<file path="src/arc_params.svh">
// Purpose: constants for the read/convert host controller
// Assumes: 100 MHz clock
// Notes: times in ns, cycle counts derived from them
`ifndef ARC_PARAMS_SVH
`define ARC_PARAMS_SVH
`define ARC_CLK_PERIOD_NS 10
`define ARC_CONV_TIME_NS 2500
`define ARC_CONV_CYC ((`ARC_CONV_TIME_NS + `ARC_CLK_PERIOD_NS - 1) / `ARC_CLK_PERIOD_NS)
`define ARC_SPACING_NS 2500
`define ARC_SPACING_CYC ((`ARC_SPACING_NS + `ARC_CLK_PERIOD_NS - 1) / `ARC_CLK_PERIOD_NS)
`define ARC_ACCESS_NS 200
`define ARC_ACCESS_CYC ((`ARC_ACCESS_NS + `ARC_CLK_PERIOD_NS - 1) / `ARC_CLK_PERIOD_NS)
`define ARC_TIMEOUT_NS 10000
`define ARC_TIMEOUT_CYC ((`ARC_TIMEOUT_NS + `ARC_CLK_PERIOD_NS - 1) / `ARC_CLK_PERIOD_NS)
`define ARC_RESULT_RST 8'h00
`endif

</file>
<file path="src/arc_pkg.sv">
// Purpose: types for the read/convert host controller
// Assumes: 8-bit result, up to 3 address bits
// Notes: none
package arc_pkg;
  typedef enum logic [2:0] {ST_IDLE, ST_SETUP, ST_WAIT0, ST_PULSE1, ST_GAP} arc_state_e;
  typedef struct packed {
    logic mode1;
    logic [2:0] channel;
  } arc_req_s;
  typedef struct packed {
    logic [7:0] data;
    logic [2:0] channel;
    logic mode1;
    logic timeout;
  } arc_res_s;
endpackage

</file>
<file path="src/arc_skid_buf.sv">
// Purpose: two-entry buffer on the result path
// Assumes: single clock, synchronous reset
// Notes: in_ready is low only when both entries are taken
`timescale 1ns/1ps
`default_nettype none
module arc_skid_buf #(
  parameter int WIDTH = 13,
  parameter int DEPTH = 2
) (
  input wire logic clk,
  input wire logic sys_rst,
  input wire logic clkEn,
  input wire logic inValid,
  output logic inReady,
  input wire logic [WIDTH-1:0] inData,
  output logic outValid,
  input wire logic outReady,
  output logic [WIDTH-1:0] outData
);
  localparam int AW = (DEPTH > 1) ? $clog2(DEPTH) : 1;
  logic [WIDTH-1:0] mem_r [DEPTH];
  logic [AW-1:0] wrPtr_r;
  logic [AW-1:0] rdPtr_r;
  logic [AW:0] count_r;
  wire doWr = inValid && inReady;
  wire doRd = outValid && outReady;
  assign inReady = (count_r != (AW+1)'(DEPTH));
  assign outValid = (count_r != '0);
  assign outData = mem_r[rdPtr_r];
  // storage, one flip-flop row per entry
  always_ff @(posedge clk) begin
    if (clkEn && doWr) begin
      mem_r[wrPtr_r] <= inData;
    end
  end
  // pointers wrap at depth so non-power-of-two depths work
  always_ff @(posedge clk) begin
    if (sys_rst) begin
      wrPtr_r <= '0;
      rdPtr_r <= '0;
      count_r <= '0;
    end else if (clkEn) begin
      if (doWr) wrPtr_r <= (wrPtr_r == AW'(DEPTH-1)) ? '0 : wrPtr_r + 1'b1;
      if (doRd) rdPtr_r <= (rdPtr_r == AW'(DEPTH-1)) ? '0 : rdPtr_r + 1'b1;
      count_r <= count_r + (AW+1)'(doWr) - (AW+1)'(doRd);
    end
  end
endmodule // arc_skid_buf
`default_nettype wire

</file>
<file path="src/arc_host_ctrl.sv">
// Purpose: host controller driving a self-timed multi-channel ADC over its bus pins
// Assumes: 100 MHz clk; device pins asynchronous to clk; open-drain wait pulled up outside
// Notes: one request makes one read strobe; results leave through a two-entry buffer
// Function
// - mode follows read strobe length: held through conversion is mode 0
// - in mode 0 host keeps read low until conversion finishes
// - mode 0 host stretches its read until wait request releases
// - mode 1 host leaves at least 2.5us between reads
// - host drives select low to address the device
`timescale 1ns/1ps
`default_nettype none
`include "arc_params.svh"
module arc_host_ctrl #(
  parameter int ADDR_W = 3,
  parameter int BUF_DEPTH = 2,
  parameter int TIMEOUT_CYC = `ARC_TIMEOUT_CYC
) (
  input wire logic clk,
  input wire logic sys_rst,
  input wire logic clkEn,
  // user request side
  input wire logic reqValid,
  output logic reqReady,
  input wire arc_pkg::arc_req_s reqData,
  // user result side
  output logic resValid,
  input wire logic resReady,
  output arc_pkg::arc_res_s resData,
  // device pins
  output logic selectN,
  output logic readN,
  output logic [ADDR_W-1:0] channelSelect,
  input wire logic [7:0] resultBus,
  input wire logic doneN,
  input wire logic waitReqN
);
  import arc_pkg::*;
  localparam int CW = 16;
  localparam logic [CW-1:0] CONV_CYC = CW'(`ARC_CONV_CYC);
  localparam logic [CW-1:0] SPACE_CYC = CW'(`ARC_SPACING_CYC);
  localparam logic [CW-1:0] ACC_CYC = CW'(`ARC_ACCESS_CYC);
  localparam logic [CW-1:0] TO_CYC = CW'(TIMEOUT_CYC);

  arc_state_e state_r, state_nxt;
  logic [CW-1:0] cnt_r, cnt_nxt;
  logic [CW-1:0] gap_r;
  logic selectN_r, readN_r;
  logic [ADDR_W-1:0] chan_r;
  logic mode1_r, timeout_r;
  logic [7:0] dataCap_r;
  logic [2:0] chanCap_r;
  logic capValid_r;
  logic doneArm_r;
  logic bufInReady;
  logic [9:0] sync1_r, sync2_r;

  // two-stage synchronisers for every device pin read by logic
  always_ff @(posedge clk) begin
    if (sys_rst) begin
      sync1_r <= 10'h3FF;
      sync2_r <= 10'h3FF;
    end else if (clkEn) begin
      sync1_r <= {resultBus, doneN, waitReqN};
      sync2_r <= sync1_r;
    end
  end
  wire [7:0] resultSync = sync2_r[9:2]; // bit 7 is the msb
  wire doneSyncN = sync2_r[1];
  wire waitSyncN = sync2_r[0];

  // a mode 0 read ends when wait releases or done falls, whichever shows first
  wire convOver = waitSyncN || (doneArm_r && !doneSyncN);
  wire cntDone = (cnt_r == '0);
  wire gapOk = (gap_r == '0);
  assign reqReady = (state_r == ST_IDLE) && gapOk;
  wire startReq = reqValid && reqReady;

  // next-state logic
  always_comb begin
    state_nxt = state_r;
    cnt_nxt = cntDone ? cnt_r : cnt_r - 1'b1;
    case (state_r)
      ST_IDLE: begin
        if (startReq) begin
          state_nxt = ST_SETUP;
        end
      end
      ST_SETUP: begin
        // address settles one cycle before the strobes fall, captured on their fall
        state_nxt = mode1_r ? ST_PULSE1 : ST_WAIT0;
        cnt_nxt = mode1_r ? ACC_CYC : TO_CYC;
      end
      ST_WAIT0: begin
        // read held low through the conversion
        if ((convOver && !cntDone && cnt_r < TO_CYC - ACC_CYC) || cntDone) begin
          state_nxt = bufInReady ? ST_GAP : ST_WAIT0;
        end
      end
      ST_PULSE1: begin
        // short strobe: previous result already on the bus
        if (cntDone && bufInReady) begin
          state_nxt = ST_GAP;
        end
      end
      ST_GAP: begin
        state_nxt = ST_IDLE;
      end
      default: begin
        state_nxt = ST_IDLE;
      end
    endcase
  end

  wire inRead = (state_r == ST_WAIT0) || (state_r == ST_PULSE1);
  wire leaving = inRead && (state_nxt == ST_GAP);

  // done only counts once it has been seen high inside this read: a flag left low by an
  // earlier pipelined conversion stays low until the strobes rise and would end the read at once
  always_ff @(posedge clk) begin
    if (sys_rst) begin
      doneArm_r <= 1'b0;
    end else if (clkEn) begin
      if (state_r == ST_SETUP) begin
        doneArm_r <= 1'b0;
      end else if (inRead && doneSyncN) begin
        doneArm_r <= 1'b1;
      end
    end
  end

  // state, counters and pin registers
  always_ff @(posedge clk) begin
    if (sys_rst) begin
      state_r <= ST_IDLE;
      cnt_r <= '0;
      selectN_r <= 1'b1;
      readN_r <= 1'b1;
    end else if (clkEn) begin
      state_r <= state_nxt;
      cnt_r <= cnt_nxt;
      // select and read fall together so the device starts a conversion
      selectN_r <= !(state_nxt == ST_WAIT0 || state_nxt == ST_PULSE1);
      readN_r <= !(state_nxt == ST_WAIT0 || state_nxt == ST_PULSE1);
    end
  end

  // spacing between reads covers a whole conversion, so a mode 1 read never cuts one short
  always_ff @(posedge clk) begin
    if (sys_rst) begin
      gap_r <= '0;
    end else if (clkEn) begin
      if (state_r == ST_SETUP) begin
        gap_r <= (SPACE_CYC > CONV_CYC) ? SPACE_CYC : CONV_CYC;
      end else if (!gapOk) begin
        gap_r <= gap_r - 1'b1;
      end
    end
  end

  // request capture; address n picks input n+1 on the device
  always_ff @(posedge clk) begin
    if (sys_rst) begin
      chan_r <= '0;
      mode1_r <= 1'b0;
    end else if (clkEn && startReq) begin
      chan_r <= reqData.channel[ADDR_W-1:0];
      mode1_r <= reqData.mode1;
    end
  end

  // sample the bus while the strobes are still low; device only drives then
  always_ff @(posedge clk) begin
    if (sys_rst) begin
      dataCap_r <= `ARC_RESULT_RST;
      chanCap_r <= '0;
      timeout_r <= 1'b0;
      capValid_r <= 1'b0;
    end else if (clkEn) begin
      capValid_r <= leaving;
      if (leaving) begin
        dataCap_r <= resultSync; // both nibbles, straight binary
        chanCap_r <= 3'(chan_r);
        timeout_r <= (state_r == ST_WAIT0) && !convOver;
      end
    end
  end

  // buffer absorbs a stalled consumer; the read is held until it has room
  arc_skid_buf #(.WIDTH($bits(arc_res_s)), .DEPTH(BUF_DEPTH)) u_buf (
    .clk(clk),
    .sys_rst(sys_rst),
    .clkEn(clkEn),
    .inValid(capValid_r),
    .inReady(bufInReady),
    .inData({dataCap_r, chanCap_r, mode1_r, timeout_r}),
    .outValid(resValid),
    .outReady(resReady),
    .outData(resData)
  );

  // wait request drops with select in mode 1 and is simply ignored there
  assign selectN = selectN_r;
  assign readN = readN_r;
  assign channelSelect = chan_r;
endmodule // arc_host_ctrl
`default_nettype wire

</file>
<file path="config.mk">
export PLATFORM = sky130hd
export DESIGN_NAME = arc_host_ctrl
export DESIGN_NICKNAME = d
export VERILOG_FILES = /design/src/arc_pkg.sv /design/src/arc_skid_buf.sv /design/src/arc_host_ctrl.sv
export VERILOG_INCLUDE_DIRS = /design/src
export SDC_FILE = /design/constraint.sdc
export NUM_CORES = 1
export LEC_CHECK = 0
export ABC_CLOCK_PERIOD_IN_PS = 2920
export BUFFER_PORTS_ARGS = -buffer_cell sky130_fd_sc_hd__clkbuf_2
export CAP_MARGIN = 20
export CORE_UTILIZATION = 24
export DETAILED_ROUTE_END_ITERATION = 10
export PLACE_DENSITY_LB_ADDON = 0.08
export SYNTH_ARGS = -nofsm -noshare
export SYNTH_HDL_FRONTEND = slang
export SYNTH_SLANG_ARGS = --single-unit
</file>
<file path="constraint.sdc">
create_clock -name clk -period 2.92 [get_ports clk]
set_input_delay 0.584 -clock clk [delete_from_list [all_inputs] [get_ports clk]]
set_output_delay 0.584 -clock clk [all_outputs]
set_load 0.03 [all_outputs]
</file>
* After elaboration in Yosys (flattened, before gate mapping) *
Memories as Yosys holds them, arrays and structs flattened. A register that Yosys moved wholly into a read port is not among the register bits.
Cells that the tools add are included.

word-level totals
  register bits = 78
  memory bits (writable) = 26
  bits of input ports = 19
  output and inout port bits = 20
  logic and storage cells = 84
  memories kept = 1

cells by class
  add/subtract/negate cells = 6
  magnitude comparators = 1
  equal/unequal tests = 9
  mux-type cells = 19
  reduce and logical (&&, ||, !) cells = 32

memory list
  name         depth  bits a word  read ports  clocked after memory_dff  write ports  RTL line            source
  u_buf.mem_r  2      13           1           1                         1            arc_skid_buf.sv:21  logic [WIDTH-1:0] mem_r [DEPTH];

operator list
  cell                                                                            number
  16-bit 2-to-1 mux                                                               4
  16-bit zero test                                                                2
  16-bit by 1-bit subtractor with 16-bit output, second input constant            2
  16-bit by 10-bit less-than comparator with 1-bit output, second input constant  1
  1-bit logical AND                                                               13
  3-bit by 2-bit equality test with 1-bit output, second input constant           4
  3-bit 2-to-1 mux                                                                4
  3-bit one-hot mux with 4 select lines                                           1
  2-bit AND reduction                                                             6
  10-bit 2-to-1 mux                                                               1
  1-bit 2-to-1 mux                                                                9
  1-bit zero test                                                                 4
  1-bit logical OR                                                                4
  2-bit by 1-bit inequality test with 1-bit output, second input constant         2
  2-bit nonzero test                                                              2
  3-bit by 1-bit equality test with 1-bit output, second input constant           1
  3-bit equality test, second input constant                                      1
  3-bit zero test                                                                 1
  1-bit adder, second input constant                                              2
  2-bit by 1-bit adder with 2-bit output                                          1
  2-bit inequality test, second input constant                                    1
  2-bit by 1-bit subtractor with 2-bit output                                     1

* Logic depth before layout (Yosys ltp) *
  word-level depth = 11
  depth in mapped cells = 9
  mapped depth without buffers = 9

* Modules after synthesis *
Synthesis repeated with hierarchy kept, for this count alone.

unflattened totals
  cell total of the unflattened synthesis = 478
  area, all modules = 4672.0 um2

modules (own cells, without submodules)
  module         times used  cells an instance  area each (um2)  sequential area each (um2)
  arc_host_ctrl  1           408                3457.1           1481.4
  arc_skid_buf   1           70                 1214.9           880.8

* Least setup slack after synthesis *
OpenSTA, ideal clock, no wires.

  path type = flip-flop to flip-flop
  from = register cnt_r[10]
  to = register dataCap_r[4]
  library setup time = 0.132 ns
  arrival time = 2.019 ns
  data required time = 2.788 ns
  path slack = 0.769 ns
  stages on the path, launching flop included = 7
  clock period less this slack = 2.151 ns
  cells stage by stage = dfxtp_1 > or4_4 > or4_4 > o32a_1 > clkbuf_2 > o21ai_0 > a21oi_1

on the way
  cells in the longest elaborated chain, start to end = 10
  elaborated cells between the ends (all ways) = 13
  classes of those cells = 1 x order compare; 1 x eq/ne; 3 x mux; 8 x reduce/logical

ends and longest elaborated chain
  item                                                                                                             RTL line              source
  from (decl)                                                                                                      arc_host_ctrl.sv:45   logic [CW-1:0] cnt_r, cnt_nxt;
  from (signal assigned)                                                                                           arc_host_ctrl.sv:140  cnt_r <= cnt_nxt;
  parallel branches: the longest is 6 deep, another holds 16-bit by 10-bit less-than comparator with 1-bit output  n/a
  3-bit one-hot mux with 4 select lines *                                                                          arc_host_ctrl.sv:82   case (state_r)
  3-bit equality test *                                                                                            arc_host_ctrl.sv:115  wire leaving = inRead && (state_nxt == ST_GAP);
  1-bit logical AND *                                                                                              arc_host_ctrl.sv:115
  2-bit AND reduction (no line) *                                                                                  n/a
  to (signal assigned)                                                                                             arc_host_ctrl.sv:174  dataCap_r <= `ARC_RESULT_RST;
  to (signal assigned)                                                                                             arc_host_ctrl.sv:181  dataCap_r <= resultSync;
  to (decl)                                                                                                        arc_host_ctrl.sv:50   logic [7:0] dataCap_r;

Every way passes the cells marked *.
A chain may end at the register's enable or synchronous reset.

* Worst setup path in the final report *
  from = register gap_r[0]
  to = output port reqReady

on the way
  cells in the longest elaborated chain, start to end = 2

ends and longest elaborated chain
  item                    RTL line              source
  from (decl)             arc_host_ctrl.sv:46   logic [CW-1:0] gap_r;
  from (signal assigned)  arc_host_ctrl.sv:153  gap_r <= (SPACE_CYC > CONV_CYC) ? SPACE_CYC : CONV_CYC;
  from (signal assigned)  arc_host_ctrl.sv:155  gap_r <= gap_r - 1'b1;
  16-bit zero test        arc_host_ctrl.sv:74   wire gapOk = (gap_r == '0);
  1-bit logical AND       arc_host_ctrl.sv:75   assign reqReady = (state_r == ST_IDLE) && gapOk;
  to (decl)               arc_host_ctrl.sv:23   output logic reqReady,

No other way between the ends.

==> run summary <==
Hold-fix buffers at CTS - 0
Post-route worst setup slack - 343 ps
GRT Residual Overflow - 0
R2r startpoint - cnt_r[6]$_SDFFE_PP0P_
Filler cells - 1957
Root Driver - clkbuf_16
Mapped Cells - 473
PortBufs - 38
GRT Resource Usage Total - 12.8%
CP Capture Type - output port
Met1 Routed Length - 5860 um
Routed WL - 11700 um
Drc violations - 0
Startpoint type of the worst setup path - flip-flop
DR WL met2 - 5270 um
Hold WC Path Type - input pin to flip-flop
Adder-Cell Fraction of Synth Area - 1.63%
Ys Warns - 0
Max Cap Viol - 0
Yosys top cell by area - dfxtp_1
FF/Latch Area - 2360 sq um
Post-CTS Setup Inserts - 0
Design area - 5450 sq um
Area grow syn2layout - 17.9%
Slew Viols, Final - 0
Most area-consuming cells after synthesis - dfxtp_1 34%, edfxtp_1 17%, mux2i_1 5.4%
Clock Latency Late Sink - 350 ps
Multi-input logic area - 2070 sq um
Largest net degree at the start of global routing - 41
Share of layout cells above drive strength 1 - 19.4%
WL met3 - 361 um
# setup viols final - 0
Top-area cell type share of the netlist area - 34.3%
Sequential fraction of the synthesis area - 51.2%
# rows - 50
Post_cts resized - 0
Ys flop type - dfxtp_1
Global-route wire length before repair - 19500 um
Clock sink count - 105
Post-synthesis xor/xnor area fraction - 4.17%
Async SR Flop Fraction - 0%
Final Hold Fails - 0
Via Count - 3532
Clock transition at path regs - 80 ps
Relative slew slack - 58.9%
Nets - 536
DP Worst Slack - 603 ps
Syn_nets - 498
Netlist cell types - 55
Combinational family with the most area after synthesis - simple AND/OR/NAND/NOR gates
Core area - 18800 sq um
Die H - 141 um
Vias per Instance - 4.71
I/O pins - 39
CP arrival - 1990 ps
Compound-Gate Fraction of Synth Area - 13.3%
Initial antenna violation count - 0
Routed Antenna Nets - 0
H-tree Lvls - 3
Crit Path Category - flip-flop to output port
CTS tree - built
Hold Crit Start - waitReqN
1st-iter DRT viols - 151
Wire per inst - 15.6 um
Critical Path Fanout Max - 3
Leak - 0.00209 uW
Die extent in x - 141 um
Critical Path RT - 2340 ps
Total power - 5190 uW
FMAX - 0.388 GHz
GP Congestion - 0.746
DR top layer - met4
Vias in the first global route - 3627
P per Cell Area - 954 nW/um^2
DRT Pass-1 Iters - 5
Status - finished, final reports clean
Syn_area_per_cell - 9.76 sq um
Worst Tran Pin Value - 610 ps
Placed Instance Area - 5110 sq um
Total CTS buffers - 9
Unrepaired setup endpoints after global routing - no
Crit path from - gap_r[0]$_SDFFE_PP0P_
Minimum clock period - 2580 ps
Cell area after synthesis - 4620 sq um
Initial core utilization - 24.6%
DP Wirelength - 8150 um
Mux cell area share after synthesis - 8.59%
Antenna cell count - 0
Crit share post-route - 88.2%
Clock skew - 7.71 ps
Max Root-Sink Buffers - 2
TNS Setup - 0 ps
Post-synthesis register bit count - 105
Post-synth EDFFs - 26
DIE AREA - 19800 sq um
Peak supply drop - 0.000377 V
Simple-gate share of the synthesized area - 17.2%
## cell families (layout without fill, tap and decap cells)
family / count (synthesis) / in the layout
simple gates: 156 / 156
flops: 105 / 105
compound gates: 102 / 102
buf+inv: 44 / 87
mux: 38 / 38
xor+xnor: 22 / 22
fa+ha+maj: 6 / 6
## critical path, stage by stage, from the launching register on
cell,delay [ps]
dfxtp_1,320
inv_1,110
ha_1,160
nor4b_1,440
and2_1,210
and4_1,200
clkbuf_2,210
## routing by layer
| metal | track usage [%] | up-vias |
|---|---|---|
| li1 | - | 1775 |
| met1 | 16.7 | 1686 |
| met2 | 20.3 | 60 |
| met3 | 3.16 | 11 |
| met4 | 4.69 | 0 |
| met5 | 0 | - |
## flip-flops by register name, summed over array words and instances (netlist names), 8 cells and up, named ones only
| register | count |
|---|---|
| gap_r | 16 |
| u_buf.mem_r | 26 |
| sync2_r | 10 |
| sync1_r | 10 |
| dataCap_r | 8 |
| cnt_r | 16 |
## area by class of cell
cell class | instances | share of cell area (%)
clock inverters | 7 | 1.95
flip-flops and latches | 105 | 43.4
repair buffers | 57 | 6.11
well taps | 234 | 5.38
clock buffers | 9 | 4.14
inverters | 14 | 0.965
multi-input cells | 324 | 38.1
## cells in the mapped netlist (4+ instances only)
cell type and n:
a21oi_1 37, clkbuf_1 19, dfxtp_1 79, and2_1 5
o21ai_0 34, nor2_1 45, inv_1 14, o2111ai_1 4
nand4_1 6, nand2_1 35, mux2_2 13, nand3_1 14
buf_1 5, edfxtp_1 26, mux2i_1 25, nor3_1 8
ha_1 6, xor2_1 19, nor4_1 11, o211ai_1 6
nand2b_1 4, or2_2 5
## layout by cell type (no fill, tap or decap), types with 3 or more instances in the layout
cell,count
a21oi_1,37
and2_1,5
and3_1,3
buf_4,19
clkbuf_16,9
clkbuf_2,38
dfxtp_1,79
edfxtp_1,26
ha_1,6
inv_1,14
inv_6,3
mux2_2,13
mux2i_1,25
nand2_1,35
nand2b_1,4
nand3_1,14
nand4_1,6
nor2_1,44
nor3_1,8
nor3b_1,3
nor4_1,11
o2111ai_1,4
o211ai_1,6
o21ai_0,34
o21ai_1,3
or2_2,5
or3b_2,3
or4_1,3
xnor2_1,3
xor2_1,19
## per-stage QoR
stage               hold slack (ps)  utilization [%]  std cells
floorplan                       419                -        473
global placement                439             27.2        734
detailed placement              444             27.2        734
CTS                             433             29.0        750
global route                    438             29.0        750
finish                          444             29.0        750
## worst paths after layout
| path | to | slack (ps) | cells after the start |
|---|---|---|---|
| hold reg to reg | u_buf.mem_r[1][5]$_DFFE_PP_ | 450 | 0 |
| hold / removal | sync1_r[0]$_SDFFE_PP1P_ | 440 | 3 |
| setup / recovery | reqReady | 340 | 6 |
| setup reg to reg | dataCap_r[1]$_SDFFE_PP0P_ | 520 | 6 |
## where the power goes
part           switching, uW  internal [uW]  total, uW
sequential               235           1740       1970
clock                    592            770       1360
combinational           1090            774       1860
total                   1910           3280       5190
(Power assumes the default switching activity.)
